## src/hw/csc_pkg.sv

```systemverilog
// constants and types for the charger supply control block
package csc_pkg;
	// register byte addresses
	localparam logic [7:0] CSC_CTRL_ADDR   = 8'h00;
	localparam logic [7:0] CSC_LIMIT_ADDR  = 8'h04;
	localparam logic [7:0] CSC_CHARGE_ADDR = 8'h08;
	localparam logic [7:0] CSC_RAIL_ADDR   = 8'h0c;
	localparam logic [7:0] CSC_STATUS_ADDR = 8'h10;
	// control register bit positions
	localparam int CSC_CTRL_REG_BIT = 0;
	localparam int CSC_CTRL_CHG_BIT = 1;
	localparam int CSC_CTRL_DPM_BIT = 2;
	localparam int CSC_CTRL_CLR_BIT = 3;
	// field positions inside the code registers
	localparam int CSC_COLLAPSE_LSB = 8;
	localparam int CSC_VOLT_LSB     = 8;
	localparam int CSC_DROPOUT_LSB  = 8;
	// one-time-programmed defaults; input limit, collapse, current and voltage are used while the device is off
	localparam logic [5:0] CSC_DEF_INPUT_LIMIT = 6'h05;
	localparam logic [2:0] CSC_DEF_COLLAPSE    = 3'h3;
	localparam logic [3:0] CSC_DEF_CUR         = 4'h4;
	localparam logic [5:0] CSC_DEF_VOLT        = 6'h20;
	localparam logic [5:0] CSC_DEF_RAIL        = 6'h18;
	localparam logic [1:0] CSC_DEF_DROPOUT     = 2'h1;
	localparam logic [6:0] CSC_PRECHARGE_RAIL  = 7'h18;
	// charging phases reported by the analog charger
	localparam logic [1:0] CSC_PH_PRECOND = 2'h0;
	localparam logic [1:0] CSC_PH_PRECHG  = 2'h1;
	localparam logic [1:0] CSC_PH_FULL    = 2'h2;
	localparam logic [1:0] CSC_PH_EOC     = 2'h3;
	// power control states
	typedef enum logic {CSC_OFF, CSC_ON} csc_pwr_t;
endpackage

```

## src/hw/csc_supply_ctrl.sv

```systemverilog
// startup, fallback and charger control for the supply regulator
// Behaviour
// - topology bit one selects power-path operation
// - topology bit zero uses battery as rail
// - charge bit picks hardware or software control
// - power-path starts when rail exceeds startup
// - non-power-path starts when battery exceeds startup
// - hardware power-path auto-starts regulation and charging
// - hardware non-power-path auto-starts charging
// - standard port with good battery: no auto-start; software mode still runs the charger while off
// - undervoltage shuts down and sets fallback flag
// - repeated fallback disables regulation and charging
// - fallback restart needs restart or startup level
// - software mode off: device applies default codes
// - rail target fixed or tracking battery
// - rail at precharge level, then battery plus dropout
// - dynamic loop keeps headroom at half dropout
// - power-path preconditioning uses internal current source
// - charge current and voltage codes limit battery
// - input current limited by six-bit code
//
// Our own choices: the placing of the registers and the strobed register port.
`timescale 1ns/1ps
module csc_supply_ctrl
	import csc_pkg::*;
(
	input  wire logic        sys_clk,            // 100 mhz clock
	input  wire logic        sys_rst,            // sync reset, high
	input  wire logic [7:0]  addr,               // register byte address
	input  wire logic [31:0] wdata,              // write data
	input  wire logic        wr,                 // write strobe
	input  wire logic        rd,                 // read strobe
	output logic      [31:0] rdata,              // read data, next cycle
	input  wire logic        power_path_select,  // topology strap
	input  wire logic        hw_charge_select,   // charge control strap
	input  wire logic        vbus_present,       // vbus detected
	input  wire logic        ac_charger_input,   // ac charger detected
	input  wire logic        charging_port,      // usb charging port
	input  wire logic        sys_above_startup,  // rail over startup
	input  wire logic        bat_above_startup,  // battery over startup
	input  wire logic        bat_above_restart,  // battery over restart
	input  wire logic        sys_below_shutdown, // rail under shutdown
	input  wire logic        bat_below_shutdown, // battery under shutdown
	input  wire logic [1:0]  charge_phase,       // analog charge phase
	input  wire logic [5:0]  vbat_code,          // battery voltage code
	input  wire logic [2:0]  headroom_code,      // rail minus battery
	output logic             dev_on_q,           // device powered on
	output logic             fallback_q,         // fallback flag
	output logic             path_fet_en_q,      // external fet in use
	output logic             reg_en_q,           // rail regulator on
	output logic             chg_en_q,           // battery charger on
	output logic             isrc_en_q,          // precondition source
	output logic      [5:0]  in_lim_q,           // input current code
	output logic      [2:0]  collapse_q,         // collapse level code
	output logic      [3:0]  chg_cur_q,          // charge current code
	output logic      [5:0]  chg_volt_q,         // charge voltage code
	output logic      [6:0]  rail_target_q       // rail target code
);
	csc_pwr_t    state_q;
	csc_pwr_t    state_d;
	logic        strap_done_q;
	logic        pp_q;
	logic        hw_q;
	logic        lock_q;
	logic        host_reg_q;
	logic        host_chg_q;
	logic        dpm_q;
	logic [5:0]  lim_q;
	logic [2:0]  col_q;
	logic [3:0]  cur_q;
	logic [5:0]  volt_q;
	logic [5:0]  rail_q;
	logic [1:0]  drop_q;
	logic        src;
	logic        auto_src;
	logic        start_ok;
	logic        restart_ok;
	logic        under_v;
	logic        auto_run;
	logic        reg_en_d;
	logic        chg_en_d;
	logic        clr_fb;
	logic        shut;
	logic        head_low;
	logic [3:0]  cur_sel;
	logic [6:0]  rail_d;

	// straps caught once, on the first edge after reset release
	always_ff @(posedge sys_clk) begin
		if (sys_rst) begin
			strap_done_q <= 1'b0;
			pp_q         <= 1'b0;
			hw_q         <= 1'b0;
		end else if (!strap_done_q) begin
			strap_done_q <= 1'b1;
			pp_q         <= power_path_select;
			hw_q         <= hw_charge_select;
		end
	end

	// comparator selection by topology
	assign src        = vbus_present | ac_charger_input;
	assign auto_src   = charging_port | ac_charger_input;
	assign start_ok   = pp_q ? sys_above_startup
	                         : bat_above_startup;
	assign restart_ok = pp_q ? bat_above_restart
	                         : bat_above_startup;
	assign under_v    = pp_q ? sys_below_shutdown : bat_below_shutdown;
	assign shut       = (state_q == CSC_ON) && under_v;
	assign clr_fb     = wr && (addr == CSC_CTRL_ADDR) &&
	                    wdata[CSC_CTRL_CLR_BIT];

	// power control next state
	always_comb begin
		state_d = state_q;
		case (state_q)
			CSC_OFF: begin
				if (strap_done_q && src && start_ok &&
				    (!fallback_q || restart_ok)) begin
					state_d = CSC_ON;
				end
			end
			CSC_ON: begin
				if (under_v) begin
					state_d = CSC_OFF;
				end
			end
			default: state_d = CSC_OFF;
		endcase
	end

	// power state and its output copy
	always_ff @(posedge sys_clk) begin
		if (sys_rst) begin
			state_q  <= CSC_OFF;
			dev_on_q <= 1'b0;
		end else begin
			state_q  <= state_d;
			dev_on_q <= (state_d == CSC_ON);
		end
	end

	// fallback flag: shutdown sets, host write clears, set wins
	always_ff @(posedge sys_clk) begin
		if (sys_rst) begin
			fallback_q <= 1'b0;
		end else if (shut) begin
			fallback_q <= 1'b1;
		end else if (clr_fb) begin
			fallback_q <= 1'b0;
		end
	end

	// lockout after a second fallback, lifted by the next startup
	always_ff @(posedge sys_clk) begin
		if (sys_rst) begin
			lock_q <= 1'b0;
		end else if (shut && fallback_q) begin
			lock_q <= 1'b1;
		end else if (state_d == CSC_ON && state_q == CSC_OFF) begin
			lock_q <= 1'b0;
		end
	end

	// host register writes
	always_ff @(posedge sys_clk) begin
		if (sys_rst) begin
			host_reg_q <= 1'b0;
			host_chg_q <= 1'b0;
			dpm_q      <= 1'b0;
			lim_q      <= CSC_DEF_INPUT_LIMIT;
			col_q      <= CSC_DEF_COLLAPSE;
			cur_q      <= CSC_DEF_CUR;
			volt_q     <= CSC_DEF_VOLT;
			rail_q     <= CSC_DEF_RAIL;
			drop_q     <= CSC_DEF_DROPOUT;
		end else if (wr) begin
			case (addr)
				CSC_CTRL_ADDR: begin
					host_reg_q <= wdata[CSC_CTRL_REG_BIT];
					host_chg_q <= wdata[CSC_CTRL_CHG_BIT];
					dpm_q      <= wdata[CSC_CTRL_DPM_BIT];
				end
				CSC_LIMIT_ADDR: begin
					lim_q <= wdata[5:0];
					col_q <= wdata[CSC_COLLAPSE_LSB +: 3];
				end
				CSC_CHARGE_ADDR: begin
					cur_q  <= wdata[3:0];
					volt_q <= wdata[CSC_VOLT_LSB +: 6];
				end
				CSC_RAIL_ADDR: begin
					rail_q <= wdata[5:0];
					drop_q <= wdata[CSC_DROPOUT_LSB +: 2];
				end
				default: ;
			endcase
		end
	end

	// register reads, answered in the following cycle
	always_ff @(posedge sys_clk) begin
		if (sys_rst) begin
			rdata <= 32'h0000_0000;
		end else if (rd) begin
			case (addr)
				CSC_CTRL_ADDR:   rdata <= {29'h0, dpm_q, host_chg_q,
				                           host_reg_q};
				CSC_LIMIT_ADDR:  rdata <= {21'h0, col_q, 2'h0, lim_q};
				CSC_CHARGE_ADDR: rdata <= {18'h0, volt_q, 4'h0, cur_q};
				CSC_RAIL_ADDR:   rdata <= {22'h0, drop_q, 2'h0, rail_q};
				CSC_STATUS_ADDR: rdata <= {25'h0, lock_q, hw_q, pp_q,
				                           chg_en_q, reg_en_q, fallback_q,
				                           dev_on_q};
				default:         rdata <= 32'h0000_0000;
			endcase
		end else begin
			rdata <= 32'h0000_0000;
		end
	end

	// which runs the hardware starts on its own
	always_comb begin
		if (hw_q) begin
			// charging port, ac, or a low battery while off
			auto_run = auto_src ||
			           ((state_q == CSC_OFF) && !bat_above_restart);
		end else begin
			auto_run = (state_q == CSC_OFF);
		end
	end

	// regulator and charger enables
	always_comb begin
		reg_en_d = 1'b0;
		chg_en_d = 1'b0;
		if (strap_done_q && src && !lock_q) begin
			reg_en_d = pp_q && (auto_run || host_reg_q);
			chg_en_d = auto_run || host_chg_q;
		end
	end

	// dynamic path loop: headroom under half dropout halves current
	assign head_low = {headroom_code, 1'b0} < {2'h0, drop_q};
	assign cur_sel  = (dpm_q && pp_q && head_low) ? {1'b0, cur_q[3:1]}
	                                              : cur_q;

	// rail target: fixed code or tracking the battery
	always_comb begin
		if (dpm_q && pp_q) begin
			if (charge_phase == CSC_PH_PRECOND ||
			    charge_phase == CSC_PH_PRECHG) begin
				rail_d = CSC_PRECHARGE_RAIL;
			end else begin
				rail_d = {1'b0, vbat_code} + {5'h0, drop_q};
			end
		end else begin
			rail_d = {1'b0, rail_q};
		end
	end

	// registered enables and setting codes
	always_ff @(posedge sys_clk) begin
		if (sys_rst) begin
			path_fet_en_q <= 1'b0;
			reg_en_q      <= 1'b0;
			chg_en_q      <= 1'b0;
			isrc_en_q     <= 1'b0;
			in_lim_q      <= CSC_DEF_INPUT_LIMIT;
			collapse_q    <= CSC_DEF_COLLAPSE;
			chg_cur_q     <= CSC_DEF_CUR;
			chg_volt_q    <= CSC_DEF_VOLT;
			rail_target_q <= {1'b0, CSC_DEF_RAIL};
		end else begin
			path_fet_en_q <= pp_q;
			reg_en_q      <= reg_en_d;
			chg_en_q      <= chg_en_d;
			isrc_en_q     <= pp_q && chg_en_d &&
			                 (charge_phase == CSC_PH_PRECOND);
			rail_target_q <= rail_d;
			if (state_q == CSC_OFF) begin
				in_lim_q   <= CSC_DEF_INPUT_LIMIT;
				collapse_q <= CSC_DEF_COLLAPSE;
				chg_cur_q  <= CSC_DEF_CUR;
				chg_volt_q <= CSC_DEF_VOLT;
			end else begin
				in_lim_q   <= lim_q;
				collapse_q <= col_q;
				chg_cur_q  <= cur_sel;
				chg_volt_q <= volt_q;
			end
		end
	end
endmodule

```

## config.mk

```make
export PLATFORM = sky130hd
export DESIGN_NAME = csc_supply_ctrl
export DESIGN_NICKNAME = d
export VERILOG_FILES = /design/src/hw/csc_pkg.sv /design/src/hw/csc_supply_ctrl.sv
export SDC_FILE = /design/constraint.sdc
export NUM_CORES = 1
export LEC_CHECK = 0
export BUFFER_PORTS_ARGS = -buffer_cell sky130_fd_sc_hd__buf_2
export CAP_MARGIN = 10
export CORE_MARGIN = 1.5
export CORE_UTILIZATION = 34
export CTS_CLUSTER_SIZE = 40
export DETAILED_ROUTE_END_ITERATION = 6
export PLACE_DENSITY = 0.58
export SLEW_MARGIN = 0
export SYNTH_ARGS = -nofsm -noshare
export SYNTH_HDL_FRONTEND = slang
export SYNTH_SLANG_ARGS = --single-unit
```

## constraint.sdc

```tcl
create_clock -name sys_clk -period 1.5 [get_ports sys_clk]
set_input_delay 0.15 -clock sys_clk [delete_from_list [all_inputs] [get_ports sys_clk]]
set_output_delay 0.15 -clock sys_clk [all_outputs]
set_load 0.03 [all_outputs]
```

==> results by stage <==
Status:
- The run finished with clean final reports.

Global route:
- Across every metal layer, demand over resource in global routing totals 0.172.
- The first-pass GRT wire length is 14700 um.
- For this run the aggregate overflow at the end of global routing stands at 0.
- Entering global routing, the biggest net connects 27 pins.
- The initial antenna violation count was 0.
- The via count of the first global-routing pass is 2869.

Placed design:
- Routability-driven placement finished with a final weighted congestion of ~0.84.
- Input and output buffers added on the ports amount to 89.
- The HPWL after detailed placement is 6710 um.
- Counting tap cells, the placed design contains a total of roughly 590 instances.
- The pre-CTS worst setup slack is -0.0794 ns.

Finish:
- 0 antenna diodes ended up in the layout.
- The final standard cell count with taps included and fillers excluded is 609.
- Of the cells placed in the final design, the portion with a size suffix greater than 1 is 0.336.
- Relative to the synthesized area, the layout overhead comes to 27.8%.
- In the layout the commonest cells are sky130_fd_sc_hd__buf_2 (89), sky130_fd_sc_hd__dfxtp_1 (77), sky130_fd_sc_hd__nand2_1 (34).
- The final layout net count is 540.
- The total of fill cells in the finished design is 997.
- The most frequent standard cell in the layout excluding fill and tap cells is sky130_fd_sc_hd__buf_2.

Die:
- The die covers 10700 sq um.
- The die is 104 um tall.
- In this run the core area contains 36 standard-cell rows.
- The area inside the core boundary is roughly 9800 sq um.
- The die boundary width is 104 um.
- The starting density of the core is 0.351.
- For this design the top-level I/O count stands at 129.

Yosys:
- The sequential fraction of the synthesis area is 0.459.
- After synthesis the cells add up to 3440 sq um.
- The Yosys step of the flow raised 0 warnings.
- The flip-flop cell with the highest count after synthesis is sky130_fd_sc_hd__dfxtp_1.
- The count of flip-flops with a built-in enable after synthesis is 0.
- A synthesized cell averages 9.51 sq um.
- The synthesized flop and latch total is 79.
- The async set or reset register ratio after synthesis is 0.
- Synthesis instantiated 46 different standard cells from the library.
- After technology mapping, the gate count stands at around 360.

Timing:
- The final worst setup slack is 0.0667 ns.
- The count of final max-slew check failures is 0.
- The count of final hold-check violations came to 0.
- The final setup violation count is 0.
- The worst clock skew is 0.0101 ns.
- In the finished design, the share of the clock period the worst path needs comes to 0.956.
- Setup repair after global routing left no endpoint under its margin.
- The worst path in the final design needs a cycle of 1.43 ns, including I/O delays and setup.
- Based on the critical path, the design can be clocked at up to 698 MHz.

Hold path:
- The instance count along the most critical hold path is 3.
- The path class of the tightest hold or removal check is input port to flip-flop.
- The worst hold path begins at hw_charge_select.

Critical path:
- The arrival time of data at the critical path endpoint is 1.69 ns.
- The critical path endpoint category is a flip-flop.
- Of all nets on the critical path, the largest fanout is 4.
- The critical path in this run is classified as flip-flop to flip-flop.
- The worst setup path is launched from a flip-flop.
- The cell depth of the worst flop-to-flop path is 4.
- The critical path launch point is drop_q[1].
- STA puts the critical path data required time at 1.76 ns.
- The startpoint identified for the worst register-to-register timing path is drop_q[1].

CTS:
- The maximum root-to-sink buffer count is 2.
- The total clock buffers created by CTS is 9.
- Counting every sink on the clock net gives 79.
- The clock reaches the later pin of the worst-skew pair after 0.35 ns.
- The clock transition at the registers of the reported paths is approximately 0.08 ns.
- The cell sitting at the root of the clock tree is a sky130_fd_sc_hd__clkbuf_8.
- The buffers inserted during post-CTS setup optimization is 0.
- The clock tree synthesis step divided the H-tree into 3 levels.
- The CTS tree is built.

Routing:
- The count of nets left with antenna violations once routing finished came out at 0.
- The number of vias after detailed routing is 2949.
- The per-cell routed wire length is roughly 15 um.
- The first detailed-routing pass took 4 iterations.
- After detailed routing, the number of vias per cell comes to around 4.8.
- After detailed routing, the number of remaining DRC violations is 0.
- In this run, the number of DRC markers left after iteration 0 of detailed routing was 152.
- The final layout contains routed wiring with a total length of 8900 um.

Pwr:
- The power density over the cells is 978 nW/um^2.
- VDD sags by at most between 0.0004 and 0.0005 V.
- In this run the static leakage power is approximately 1.9 nW.

Job:
- Max-cap violations in this run came to 0.
## path summary, 6_finish.rpt
| path | to | slack (ns) |
|---|---|---|
| setup / recovery | rail_target_q[5] | 0.07 |
| hold / removal | hw_q | 0.03 |
| setup reg to reg | rail_target_q[5] | 0.07 |
| hold reg to reg | collapse_q[0] | 0.46 |
## cells by family after synthesis
group | count (synthesis) | share of synthesized area
and+or+nand+nor | 141 | 0.228
DFF | 79 | 0.459
AOI/OAI and AO/OA | 50 | 0.101
buffers and inverters | 48 | 0.0781
muxes | 37 | 0.111
adders and majority gates | 4 | 0.0167
xor gates and xnor gates | 2 | 0.00509
other | 1 | 0.00109
## flip-flops by register name (all words and copies together) (netlist names), 2 cells and up
name / count
chg_cur_q: 4
chg_volt_q: 6
col_q: 3
collapse_q: 3
cur_q: 4
drop_q: 2
in_lim_q: 6
lim_q: 6
rail_q: 6
rail_target_q: 7
rdata: 13
volt_q: 6
## critical path, cell delays in order, from the launching register on
cell,delay [ns]
sky130_fd_sc_hd__dfxtp_2,0.36
sky130_fd_sc_hd__ha_1,0.29
sky130_fd_sc_hd__a21oi_2,0.08
sky130_fd_sc_hd__or4_4,0.51
sky130_fd_sc_hd__o311ai_2,0.09
## routing by layer
layer / global-route usage / part of all wire / vias to the layer above
li1: - / - / 1459
met1: 0.239 / 0.49 / 1372
met2: 0.258 / 0.43 / 105
met3: 0.0459 / 0.058 / 13
met4: 0.0585 / 0.016 / 0
met5: 0 / 0 / -
## cell usage after synthesis (2+ instances only)
cell                        n  area (sq um)
sky130_fd_sc_hd__a21o_1     4          30.0
sky130_fd_sc_hd__a21oi_1   16          80.1
sky130_fd_sc_hd__a221oi_1   2          17.5
sky130_fd_sc_hd__a22oi_1    6          45.0
sky130_fd_sc_hd__a311oi_1   5          43.8
sky130_fd_sc_hd__a31o_2     5          43.8
sky130_fd_sc_hd__a31oi_1    2          12.5
sky130_fd_sc_hd__and2_1     6          37.5
sky130_fd_sc_hd__and3_1     6          37.5
sky130_fd_sc_hd__buf_1      4          15.0
sky130_fd_sc_hd__buf_2      2          10.0
sky130_fd_sc_hd__buf_4     19           143
sky130_fd_sc_hd__buf_6      2          22.5
sky130_fd_sc_hd__clkbuf_1  14          52.6
sky130_fd_sc_hd__dfxtp_1   79          1580
sky130_fd_sc_hd__ha_1       3          37.5
sky130_fd_sc_hd__inv_1      7          26.3
sky130_fd_sc_hd__mux2_2     9           101
sky130_fd_sc_hd__mux2i_1   28           280
sky130_fd_sc_hd__nand2_1   34           128
sky130_fd_sc_hd__nand2b_1   8          50.1
sky130_fd_sc_hd__nand3_1    6          30.0
sky130_fd_sc_hd__nand3b_1   9          67.6
sky130_fd_sc_hd__nand4_1    8          50.1
sky130_fd_sc_hd__nor2_1    30           113
sky130_fd_sc_hd__nor2b_1    7          43.8
sky130_fd_sc_hd__nor3_1     4          20.0
sky130_fd_sc_hd__nor3b_1    3          22.5
sky130_fd_sc_hd__nor4_1     4          25.0
sky130_fd_sc_hd__nor4b_1    7          61.3
sky130_fd_sc_hd__o21a_1     2          15.0
sky130_fd_sc_hd__o21ai_0    3          15.0
sky130_fd_sc_hd__o311a_1    2          20.0
sky130_fd_sc_hd__o31ai_1    2          15.0
sky130_fd_sc_hd__or3_1      2          12.5
sky130_fd_sc_hd__xor2_1     2          17.5
## power by group
| part | switching (mW) | leakage [nW] | internal (mW) |
|---|---|---|---|
| sequential | 0.0205 | 0.639 | 2.11 |
| combinational | 0.263 | 1.13 | 0.154 |
| clock | 0.774 | 0.110 | 0.983 |
## repair_timing
| item | 4_1_cts | 5_1_grt |
|---|---|---|
| gates resized for setup | 3 | 6 |
| pin swaps | 0 | 0 |
| endpoints found under the setup margin | 2 | 5 |
| hold buffers | 1 | 0 |
| endpoints found under the hold margin | 1 | 0 |
## metrics by stage
step | util | hold slack (ns) | setup TNS, ns | total power [mW] | area (sq um)
after floorplan | - | 0.229 | 0 | 2.45 | 3510
after global placement | 0.421 | 0.351 | -0.437 | 2.58 | 4140
after detailed placement | 0.421 | 0.347 | -0.460 | 2.59 | 4140
after CTS | 0.446 | 0.0111 | 0 | 4.34 | 4380
after global routing | 0.448 | 0.00689 | 0 | 4.48 | 4400
final | 0.448 | 0.0261 | 0 | 4.30 | 4400
## area by class of cell
class / count / area [sq um] / share of cell area
clock buffer: 11 / 141 / 0.0321
clock inverter: 5 / 81.3 / 0.0185
inverter: 7 / 26.3 / 0.00597
multi-input combinational: 253 / 1690 / 0.383
sequential: 79 / 1580 / 0.360
tap: 133 / 166 / 0.0378
timing repair buffer: 121 / 713 / 0.162
Note: power is estimated with default switching activity, not from simulation.
